## src/hdl/capture_pkg.sv

```systemverilog
/*
 * Constants shared by the input capture channel: register offsets, control
 * field positions, reset values, mode codes and prescaler counts.
 * Assumes a 32-bit AHB-Lite register window decoded on the low address bits.
 */
package capture_pkg;
    // Register byte offsets within the channel window
    localparam logic [4:0] CTRL_OFF = 5'h00;
    localparam logic [4:0] CTRL_CLR_OFF = 5'h04;
    localparam logic [4:0] CTRL_SET_OFF = 5'h08;
    localparam logic [4:0] CTRL_INV_OFF = 5'h0c;
    localparam logic [4:0] BUF_OFF = 5'h10;

    // Control field positions
    localparam int ON_BIT = 15;
    localparam int IDLE_STOP_BIT = 13;
    localparam int FIRST_EDGE_BIT = 9;
    localparam int WIDE_BIT = 8;
    localparam int TBASE_BIT = 7;
    localparam int RATE_LSB = 5;
    localparam int OVF_BIT = 4;
    localparam int BNE_BIT = 3;
    localparam int MODE_LSB = 0;

    // Writable control bits; the rest read as zero apart from the overflow and not-empty flags
    localparam logic [15:0] CTRL_WMASK = 16'ha3e7;
    localparam logic [15:0] CTRL_RESET = 16'h0000;

    // Capture mode codes
    localparam logic [2:0] MODE_OFF = 3'h0;
    localparam logic [2:0] MODE_EVERY_EDGE = 3'h1;
    localparam logic [2:0] MODE_FALL = 3'h2;
    localparam logic [2:0] MODE_RISE = 3'h3;
    localparam logic [2:0] MODE_RISE4 = 3'h4;
    localparam logic [2:0] MODE_RISE16 = 3'h5;
    localparam logic [2:0] MODE_FIRST_EDGE = 3'h6;
    localparam logic [2:0] MODE_IRQ_ONLY = 3'h7;

    // Last prescaler count before a capture
    localparam logic [3:0] PRESC4_LAST = 4'h3;
    localparam logic [3:0] PRESC16_LAST = 4'hf;

    // Buffer geometry
    localparam int FIFO_DEPTH = 4;
    localparam int DATA_W = 32;
endpackage : capture_pkg

```

## src/hdl/pin_edge_detect.sv

```systemverilog
/*
 * Pin synchroniser and edge detector for the capture input.
 * Assumes an asynchronous pin; reports an edge once two synchronised
 * samples agree on a new level.
 */
`timescale 1ns/1ns
module pin_edge_detect (
    // Clock and reset
    input wire logic clk,
    input wire logic rstN,
    // Pin and edge pulses
    input wire logic pinIn,
    output logic rise,
    output logic fall
);
    logic [2:0] syncPipe_r;
    logic level_r;
    logic level_nxt;
    logic agree;

    // Only the second and third stages are compared
    assign agree = (syncPipe_r[1] == syncPipe_r[2]);

    always_comb begin
        level_nxt = agree ? syncPipe_r[2] : level_r;
        rise = agree && syncPipe_r[2] && !level_r;
        fall = agree && !syncPipe_r[2] && level_r;
    end

    // Three-stage pipe plus accepted level
    always_ff @(posedge clk or negedge rstN) begin
        if (!rstN) begin
            syncPipe_r <= 3'h0;
            level_r <= 1'b0;
        end else begin
            syncPipe_r <= {syncPipe_r[1:0], pinIn};
            level_r <= level_nxt;
        end
    end
endmodule : pin_edge_detect

```

## src/hdl/capture_fifo.sv

```systemverilog
/*
 * Small flip-flop FIFO holding captured time base values.
 * A push while full is dropped without a write; flush empties it at once.
 */
`timescale 1ns/1ns
module capture_fifo #(
    parameter int WIDTH = 32,
    parameter int DEPTH = 4
) (
    // Clock and reset
    input wire logic clk,
    input wire logic rstN,
    input wire logic flush,
    // Write side
    input wire logic push,
    input wire logic [WIDTH-1:0] pushData,
    output logic full,
    // Read side
    input wire logic pop,
    output logic [WIDTH-1:0] popData,
    output logic empty
);
    localparam int PW = $clog2(DEPTH);
    logic [WIDTH-1:0] mem_r [DEPTH];
    logic [PW-1:0] wrPtr_r, wrPtr_nxt, rdPtr_r, rdPtr_nxt;
    logic [PW:0] count_r, count_nxt;
    logic doPush, doPop;

    assign full = (count_r == (PW+1)'(DEPTH));
    assign empty = (count_r == '0);
    assign popData = mem_r[rdPtr_r];
    assign doPush = push && !full;
    assign doPop = pop && !empty;

    // Pointer arithmetic wraps on a power-of-two depth
    always_comb begin
        wrPtr_nxt = wrPtr_r + PW'(doPush);
        rdPtr_nxt = rdPtr_r + PW'(doPop);
        count_nxt = count_r + (PW+1)'(doPush) - (PW+1)'(doPop);
        if (flush) begin
            wrPtr_nxt = '0;
            rdPtr_nxt = '0;
            count_nxt = '0;
        end
    end

    always_ff @(posedge clk or negedge rstN) begin
        if (!rstN) begin
            wrPtr_r <= '0;
            rdPtr_r <= '0;
            count_r <= '0;
        end else begin
            wrPtr_r <= wrPtr_nxt;
            rdPtr_r <= rdPtr_nxt;
            count_r <= count_nxt;
        end
    end

    // Storage needs no reset; empty guards stale entries
    always_ff @(posedge clk) begin
        if (doPush && !flush) begin
            mem_r[wrPtr_r] <= pushData;
        end
    end
endmodule : capture_fifo

```

## src/hdl/input_capture_channel.sv

```systemverilog
/*
 * One input capture channel with an AHB-Lite register slave.
 * Assumes time bases and power-mode levels come from the mclk domain and
 * the capture pin is asynchronous.
 */
// Implementation choices: the address map and register access over AHB-Lite.
// How it works
// - Clearing enable resets buffer, flags and counters and blocks interrupts.
// - Idle-stop set halts the channel while the device idles.
// - First-edge bit, used only in mode 110, picks rising or falling first.
// - Wide-capture bit set captures the 32-bit cascaded timer value.
// - In 16-bit capture, select 0 takes second base, 1 takes first.
// - Interrupt rate field gives one to four captures per interrupt.
// - Read-only overflow flag shows that a capture overflow happened.
// - Read-only not-empty flag shows unread captured values remain.
// - Mode 000 disables capturing.
// - Mode 001 responds to every rising and falling edge.
// - Mode 010 captures falling edges, mode 011 rising edges.
// - Mode 100 captures every fourth rise, mode 101 every sixteenth.
// - Mode 110 waits for the chosen first edge, then every edge.
// - Mode 111 raises interrupts on edges only during sleep or idle.
// - Unimplemented control bits ignore writes and read zero.
// - Each capture event latches the selected time base value.
// - Captures queue in a four-entry FIFO read through the buffer register.
// - Pin edges during sleep or idle request a device wake-up.
`timescale 1ns/1ns
module input_capture_channel #(
    parameter int DEPTH = capture_pkg::FIFO_DEPTH
) (
    // Clock and reset
    input wire logic mclk,
    input wire logic nrst,
    // AHB-Lite slave
    input wire logic hsel,
    input wire logic [31:0] haddr,
    input wire logic [1:0] htrans,
    input wire logic hwrite,
    input wire logic [2:0] hsize,
    input wire logic [31:0] hwdata,
    input wire logic hready,
    output logic [31:0] hrdata,
    output logic hreadyout,
    output logic hresp,
    // Capture pin and time bases
    input wire logic captureInputPin,
    input wire logic [15:0] firstTimeBase,
    input wire logic [15:0] secondTimeBase,
    // Power modes and system requests
    input wire logic idleMode,
    input wire logic sleepMode,
    output logic captureIrq,
    output logic wakeReq
);
    localparam int W = capture_pkg::DATA_W;

    logic [1:0] rstPipe_r;
    logic rstN;
    logic rise, fall, anyEdge;
    logic [15:0] ctrl_r, ctrl_nxt;
    logic ovf_r, ovf_nxt;
    logic armed_r, armed_nxt;
    logic [3:0] presc_r, presc_nxt;
    logic [1:0] evCnt_r, evCnt_nxt;
    logic irq_r, irq_nxt, wake_r, wake_nxt;
    logic wrPend_r, wrPend_nxt;
    logic [4:0] wrAddr_r, wrAddr_nxt;
    logic [31:0] rdata_r, rdata_nxt;
    logic onBit, idleStop, firstEdge, wide, tbSel;
    logic [1:0] rate;
    logic [2:0] mode;
    logic lowPower, halted, capEv, irqEv, busSel, busRd, pop;
    logic fifoFull, fifoEmpty;
    logic [W-1:0] capValue, popData;

    // Reset released through two flops
    always_ff @(posedge mclk or negedge nrst) begin
        if (!nrst) begin
            rstPipe_r <= 2'h0;
        end else begin
            rstPipe_r <= {rstPipe_r[0], 1'b1};
        end
    end
    assign rstN = rstPipe_r[1];

    pin_edge_detect pin_edge_detect_inst (
        .clk(mclk),
        .rstN(rstN),
        .pinIn(captureInputPin),
        .rise(rise),
        .fall(fall)
    );

    // Control field decode
    assign onBit = ctrl_r[capture_pkg::ON_BIT];
    assign idleStop = ctrl_r[capture_pkg::IDLE_STOP_BIT];
    assign firstEdge = ctrl_r[capture_pkg::FIRST_EDGE_BIT];
    assign wide = ctrl_r[capture_pkg::WIDE_BIT];
    assign tbSel = ctrl_r[capture_pkg::TBASE_BIT];
    assign rate = ctrl_r[capture_pkg::RATE_LSB +: 2];
    assign mode = ctrl_r[capture_pkg::MODE_LSB +: 3];
    assign anyEdge = rise || fall;
    assign lowPower = idleMode || sleepMode;
    // Sleep stops the bus clock in a real chip; modelled as a halt
    assign halted = sleepMode || (idleMode && idleStop);

    // Time base selection for the captured entry
    always_comb begin
        if (wide) begin
            capValue = {secondTimeBase, firstTimeBase};
        end else if (tbSel) begin
            capValue = {16'h0000, firstTimeBase};
        end else begin
            capValue = {16'h0000, secondTimeBase};
        end
    end

    // Capture event qualification per mode
    always_comb begin
        capEv = 1'b0;
        armed_nxt = armed_r;
        presc_nxt = presc_r;
        if (onBit && !halted) begin
            unique case (mode)
                capture_pkg::MODE_OFF: capEv = 1'b0;
                capture_pkg::MODE_EVERY_EDGE: capEv = anyEdge;
                capture_pkg::MODE_FALL: capEv = fall;
                capture_pkg::MODE_RISE: capEv = rise;
                capture_pkg::MODE_RISE4, capture_pkg::MODE_RISE16: begin
                    if (rise) begin
                        capEv = (presc_r == ((mode == capture_pkg::MODE_RISE4) ?
                            capture_pkg::PRESC4_LAST : capture_pkg::PRESC16_LAST));
                        presc_nxt = capEv ? 4'h0 : presc_r + 4'h1;
                    end
                end
                capture_pkg::MODE_FIRST_EDGE: begin
                    if (armed_r) begin
                        capEv = anyEdge;
                    end else begin
                        capEv = firstEdge ? rise : fall;
                        armed_nxt = capEv;
                    end
                end
                capture_pkg::MODE_IRQ_ONLY: capEv = 1'b0;
            endcase
        end
        // Counters restart whenever the channel or mode is off
        if (!onBit || mode == capture_pkg::MODE_OFF) begin
            armed_nxt = 1'b0;
            presc_nxt = 4'h0;
        end
    end

    // Interrupt pacing, overflow and wake requests
    always_comb begin
        evCnt_nxt = evCnt_r;
        irqEv = 1'b0;
        ovf_nxt = ovf_r;
        if (capEv) begin
            if (evCnt_r == rate) begin
                irqEv = 1'b1;
                evCnt_nxt = 2'h0;
            end else begin
                evCnt_nxt = evCnt_r + 2'h1;
            end
            if (fifoFull) begin
                ovf_nxt = 1'b1;
            end
        end
        if (onBit && mode == capture_pkg::MODE_IRQ_ONLY && lowPower && anyEdge) begin
            irqEv = 1'b1;
        end
        irq_nxt = irqEv && onBit;
        wake_nxt = onBit && mode != capture_pkg::MODE_OFF && lowPower && anyEdge;
        if (!onBit) begin
            evCnt_nxt = 2'h0;
            ovf_nxt = 1'b0;
        end
    end

    capture_fifo #(
        .WIDTH(W),
        .DEPTH(DEPTH)
    ) capture_fifo_inst (
        .clk(mclk),
        .rstN(rstN),
        .flush(!onBit),
        .push(capEv),
        .pushData(capValue),
        .full(fifoFull),
        .pop(pop),
        .popData(popData),
        .empty(fifoEmpty)
    );

    // AHB-Lite address phase decode; always zero wait state, OKAY
    // Buffer reads pop in the address phase, so the entry stands one cycle later
    assign busSel = hsel && htrans[1] && hready;
    assign busRd = busSel && !hwrite;
    assign pop = busRd && haddr[4:0] == capture_pkg::BUF_OFF;

    always_comb begin
        wrPend_nxt = busSel && hwrite;
        wrAddr_nxt = haddr[4:0];
        rdata_nxt = 32'h0000_0000;
        if (busRd) begin
            unique case (haddr[4:0])
                capture_pkg::CTRL_OFF, capture_pkg::CTRL_CLR_OFF,
                capture_pkg::CTRL_SET_OFF, capture_pkg::CTRL_INV_OFF: begin
                    rdata_nxt[15:0] = ctrl_r;
                    rdata_nxt[capture_pkg::OVF_BIT] = ovf_r;
                    rdata_nxt[capture_pkg::BNE_BIT] = !fifoEmpty;
                end
                capture_pkg::BUF_OFF: rdata_nxt = popData;
                default: rdata_nxt = 32'h0000_0000;
            endcase
        end
        // Data-phase write; clear, set and invert aliases act on control
        ctrl_nxt = ctrl_r;
        if (wrPend_r) begin
            unique case (wrAddr_r)
                capture_pkg::CTRL_OFF: ctrl_nxt = hwdata[15:0];
                capture_pkg::CTRL_CLR_OFF: ctrl_nxt = ctrl_r & ~hwdata[15:0];
                capture_pkg::CTRL_SET_OFF: ctrl_nxt = ctrl_r | hwdata[15:0];
                capture_pkg::CTRL_INV_OFF: ctrl_nxt = ctrl_r ^ hwdata[15:0];
                default: ctrl_nxt = ctrl_r;
            endcase
        end
        ctrl_nxt = ctrl_nxt & capture_pkg::CTRL_WMASK;
    end

    always_ff @(posedge mclk or negedge rstN) begin
        if (!rstN) begin
            ctrl_r <= capture_pkg::CTRL_RESET;
            ovf_r <= 1'b0;
            armed_r <= 1'b0;
            presc_r <= 4'h0;
            evCnt_r <= 2'h0;
            irq_r <= 1'b0;
            wake_r <= 1'b0;
            wrPend_r <= 1'b0;
            wrAddr_r <= 5'h00;
            rdata_r <= 32'h0000_0000;
            hreadyout <= 1'b0;
        end else begin
            ctrl_r <= ctrl_nxt;
            ovf_r <= ovf_nxt;
            armed_r <= armed_nxt;
            presc_r <= presc_nxt;
            evCnt_r <= evCnt_nxt;
            irq_r <= irq_nxt;
            wake_r <= wake_nxt;
            wrPend_r <= wrPend_nxt;
            wrAddr_r <= wrAddr_nxt;
            rdata_r <= rdata_nxt;
            hreadyout <= 1'b1;
        end
    end

    // Response is always OKAY
    always_ff @(posedge mclk or negedge rstN) begin
        if (!rstN) begin
            hresp <= 1'b0;
        end else begin
            hresp <= 1'b0;
        end
    end

    assign hrdata = rdata_r;
    assign captureIrq = irq_r;
    assign wakeReq = wake_r;

    // Checks
    chk_off_flush: assert property (@(posedge mclk) disable iff (!rstN)
        !onBit |=> fifoEmpty && !ovf_r && !captureIrq)
        else $error("disabled channel kept state");
    chk_mode_off: assert property (@(posedge mclk) disable iff (!rstN)
        mode == capture_pkg::MODE_OFF |-> !capEv)
        else $error("capture in off mode");
    chk_edge_pol: assert property (@(posedge mclk) disable iff (!rstN)
        capEv && mode == capture_pkg::MODE_RISE |-> rise && !fall)
        else $error("rising mode took a non-rising edge");
    chk_presc_four: assert property (@(posedge mclk) disable iff (!rstN)
        capEv && mode == capture_pkg::MODE_RISE4 |-> $past(presc_r) == 4'h2 || presc_r == 4'h3)
        else $error("prescale by four wrong");
    chk_halt_idle: assert property (@(posedge mclk) disable iff (!rstN)
        idleMode && idleStop |-> !capEv)
        else $error("capture while halted in idle");
    chk_wide_value: assert property (@(posedge mclk) disable iff (!rstN)
        capEv && wide |-> capValue[31:16] == secondTimeBase)
        else $error("wide capture lost upper half");
    chk_ovf_set: assert property (@(posedge mclk) disable iff (!rstN)
        capEv && fifoFull && onBit |=> ovf_r)
        else $error("overflow not flagged");
    chk_irq_rate: assert property (@(posedge mclk) disable iff (!rstN)
        capEv && evCnt_r != rate && mode != capture_pkg::MODE_IRQ_ONLY |=> !captureIrq)
        else $error("interrupt before rate reached");
    chk_reserved: assert property (@(posedge mclk) disable iff (!rstN)
        ##1 (ctrl_r & ~capture_pkg::CTRL_WMASK) == 16'h0000)
        else $error("unimplemented control bit set");
    chk_bne_read: assert property (@(posedge mclk) disable iff (!rstN)
        busRd && haddr[4:0] == capture_pkg::CTRL_OFF |=> hrdata[3] == !$past(fifoEmpty))
        else $error("not-empty flag misreported");

    cov_first_edge: cover property (@(posedge mclk) disable iff (!rstN)
        capEv && mode == capture_pkg::MODE_FIRST_EDGE ##[1:50] capEv);
    cov_overflow: cover property (@(posedge mclk) disable iff (!rstN) capEv && fifoFull);
    cov_rate_four: cover property (@(posedge mclk) disable iff (!rstN) irqEv && rate == 2'h3);
    cov_wake: cover property (@(posedge mclk) disable iff (!rstN) wakeReq);
endmodule : input_capture_channel

```

## config.mk

```make
export PLATFORM = sky130hd
export DESIGN_NAME = input_capture_channel
export DESIGN_NICKNAME = d
export VERILOG_FILES = /design/src/hdl/capture_pkg.sv /design/src/hdl/pin_edge_detect.sv /design/src/hdl/capture_fifo.sv /design/src/hdl/input_capture_channel.sv
export SDC_FILE = /design/constraint.sdc
export NUM_CORES = 1
export LEC_CHECK = 0
export ABC_AREA = 0
export CORE_ASPECT_RATIO = 0.8
export CORE_UTILIZATION = 60
export CTS_BUF_LIST = sky130_fd_sc_hd__clkbuf_8
export DETAILED_ROUTE_END_ITERATION = 10
export DONT_BUFFER_PORTS = 1
export PLACE_DENSITY = 0.76
export SETUP_SLACK_MARGIN = 0.02
export SLEW_MARGIN = 5
export SYNTH_ARGS = -nofsm -noshare
export SYNTH_HDL_FRONTEND = slang
export SYNTH_HIERARCHICAL = 1
export SYNTH_SLANG_ARGS = --single-unit
```

## constraint.sdc

```tcl
create_clock -name mclk -period 2.47 [get_ports mclk]
set_input_delay 0 -clock mclk [delete_from_list [all_inputs] [get_ports mclk]]
set_output_delay 0 -clock mclk [all_outputs]
set_load 0.05 [all_outputs]
```

==> results.md <==
- Run status: finished with violations
- Violated checks: setup timing
- Largest net degree at the start of global routing: 71
- Met1 Usage GRT: 35.03%
- Tcrit/Tclk final: 118.9%
- # setup viols final: 131
- Non-Filler Instances: 839
- Post-synth EDFFs: 128
- Site Rows: 38
- Drt total wl: 19.72 mm
- Detailed Place HPWL: 10.43 mm
- H-tree depth: 4
- Worst setup margin: -466.5 ps
- Worst EP required: 2800 ps
- Seq/Total Area, Yosys: 66.54%
- Crit path max fanout: 6
- Root buf cell: clkbuf_8
- Placed cells: 709
- Worst Setup End Kind: flip-flop
- FFs w/ async S/R, synth: 36.00%
- Fmax: 340.5 MHz
- Core area: 13690 sq um
- Starting density of the core: 61.96%
- Commonest cells after routing, fill and taps aside: 128 x edfxtp_1, 70 x dfrtp_1, 65 x dlygate4sd3_1
- VDD IR max: 0.5533 mV
- Buffers on Ports: 0
- Top-Level Pins: 145
- Cell Area, Synth: 8484 sq um
- Max-cap viol count: 0
- TritonRoute pass-1 iters: 5
- Max Slew Vio Count: 0
- Yosys top cell by area: edfxtp_1
- GRT Util Overall: 26.65%
- Clock Tree Buf Depth: 2
- TritonCTS clock tree: yes
- Leakage power: 4.150 nW
- Die X: 135.0 um
- CP max stage delay: 530 ps
- Total Power: 6.836 mW
- RSZ-0062 raised after global routing: yes
- Net count, final: 783
- CTS Buf Count: 17
- Wire per inst: 23.51 um
- Cells along the critical path: ha_2 -> nor2b_4 -> or4_4 -> o2111ai_4 -> nand2b_4 -> inv_4 -> nand2b_1 -> ha_1 -> inv_2 -> ha_4 -> inv_2 -> fa_2 -> xnor3_1 -> nor2_1
- GR Overflow Total: 0
- Syn Inst Count: 519
- Avg Inst Size Synth: 16.35 sq um
- Vias per Instance: 6.024
- Primary FF master, synth: edfxtp_1
- Top cell type's share of synthesized area: 45.30%
- CTS clk-pin slew, worst paths: 100 ps
- Worst Hold Class: primary input to flip-flop
- Initial antenna violation count: 0
- RePlAce Congestion: 0.8239
- Number of synthesized register bits: 200
- Vias in the first global route: 5074
- Slowest stage cell, crit path: or4_4
- Cell Pwr Density: 640.9 nW/um^2
- Arr. time, crit path: 3260 ps
- Grt peak-use layer: met2
- Synth warnings: 6
- Hold Vio Cnt, Final: 0
- Post-Layout Inst Area: 10670 sq um
- Layout area overhead: 25.72%
- DRT antenna net count: 0
- Placement Cell Area: 8946 sq um
- Place WS: -506.6 ps
- Commonest non-fill, non-tap cell in the layout: edfxtp_1
- CP Launch Type: flip-flop
- Met3 Resource Use GR: 6.470%
- Largest cells by area after synthesis: edfxtp_1 45%, dfrtp_1 21%, mux4_2 8.5%
- Clock sink count: 200
- Vias: 5054
- Die Y: 108.4 um
- Layout cells sized above 1: 27.47%
- Diode count: 0
- First-pass GRT wire length: 27.72 mm
- Grt met2 use: 44.26%
- DRC Markers: 0
- Worst slew pin tran: 955.1 ps
- Slew margin rel.: 36.33%
- Starting DRT DRC Count: 448
- Clock skew: 17.62 ps
- Most Frequent Cell on Critical Path: inv_2
- DIE AREA: 14620 sq um
- Setup CP Type: flip-flop to flip-flop
- Final min period: 2936 ps
- Clock Latency Late Sink: 470 ps
- Netlist cell types: 60
==> cells by family after synthesis <==
| kind of cell | Yosys count | synth area share, % |
|---|---|---|
| compound gates | 54 | 4.852 |
| other cells | 2 | 0.08852 |
| buf+inv | 60 | 3.628 |
| mux | 58 | 12.25 |
| simple gates | 112 | 7.742 |
| fa+ha+maj | 28 | 4.218 |
| xor+xnor | 5 | 0.6783 |
| flops | 200 | 66.54 |
==> layer usage <==
metal	share of wire [%]	vias to the layer above
li1	-	2201
met3	8.2	25
met2	51	252
met1	39	2576
met4	1.7	0
met5	0	-
==> worst max-delay path: cells and delay by family (launching register included) <==
| kind | cells | cell delay, ps |
|---|---|---|
| xor gates and xnor gates | 1 | 230 |
| buffers and inverters | 3 | 130 |
| and+or+nand+nor | 5 | 960 |
| AOI/OAI and AO/OA | 1 | 220 |
| DFF | 1 | 400 |
| adders and majority gates | 4 | 860 |
==> flip-flops by register name, indices dropped and copies added (netlist names), 2 cells and up <==
name                             flops
evCnt_r                              2
presc_r                              4
capture_fifo_inst/mem_r            128
rstPipe_r                            2
wrAddr_r                             5
capture_fifo_inst/wrPtr_r            2
pin_edge_detect_inst/syncPipe_r      3
hrdata                              32
capture_fifo_inst/count_r            3
ctrl_r                              10
capture_fifo_inst/rdPtr_r            2
==> repair_timing <==
item / in CTS / in global routing
hold endpoints to repair: 162 / 0
pin swaps: 6 / 8
setup endpoints to repair: 133 / 133
hold buffers: 65 / 0
setup buffers: 16 / 14
cloned: 13 / 1
gates resized for setup: 29 / 34
==> Yosys cell counts (2+ instances only) <==
cell type / number
a22o_1: 12
and4_1: 2
xnor2_1: 4
a222oi_1: 8
buf_1: 2
buf_6: 2
dfrtp_1: 72
buf_12: 3
nor2b_1: 8
nand4_1: 2
nand2b_1: 3
o22ai_1: 2
buf_2: 6
mux4_1: 2
nor4_1: 2
nand2_1: 16
inv_1: 32
a21oi_1: 11
nor4b_1: 3
nor2_1: 19
mux2_2: 17
o31ai_1: 2
clkbuf_1: 11
mux2i_1: 6
and2_1: 37
conb_1: 2
nor3_1: 4
buf_4: 3
and3_1: 2
o21ai_0: 9
ha_1: 27
mux4_2: 32
edfxtp_1: 128
nand3b_1: 2
==> area by class of cell <==
class / instances / area, sq um
Clock inverter: 13 / 127.6
Sequential cell: 200 / 5650
Multi-Input combinational cell: 260 / 2714
Clock buffer: 19 / 261.5
Tap cell: 180 / 225.2
Fill cell: 721 / 3027
Inverter: 33 / 126.4
Timing Repair Buffer: 134 / 1562
==> per-stage QoR <==
step	hold WS [ps]	util, %	setup TNS [ps]
2_1_floorplan	-295.6	-	-91870
3_3_place_gp	-295.5	65.33	-26800
3_5_place_dp	-295.5	65.33	-37760
4_1_cts	14.87	76.67	-34470
5_1_grt	40.77	77.90	-54340
6_report	33.71	77.90	-37160
==> final timing paths <==
check,cells after the start,slack (ps),start,endpoint
max,14,-470,pin_edge_detect_inst/syncPipe_r[2],capture_fifo_inst/count_r[2]
min,4,30,hwdata[0],ctrl_r[0]
max reg2reg,14,-470,pin_edge_detect_inst/syncPipe_r[2],capture_fifo_inst/count_r[2]
min reg2reg,0,350,pin_edge_detect_inst/syncPipe_r[0],pin_edge_detect_inst/syncPipe_r[1]
max in group asynchronous,0,1330,rstPipe_r[1],capture_fifo_inst/rdPtr_r[0]
min in group asynchronous,2,290,nrst,rstPipe_r[1]
==> where the power goes <==
part	total, mW	switching, mW	internal [mW]
Sequential	3.86	0.161	3.70
Clock	2.10	1.15	0.948
Combinational	0.881	0.448	0.433
Total	6.84	1.76	5.08
No activity file was read; power rests on OpenSTA's default activity.
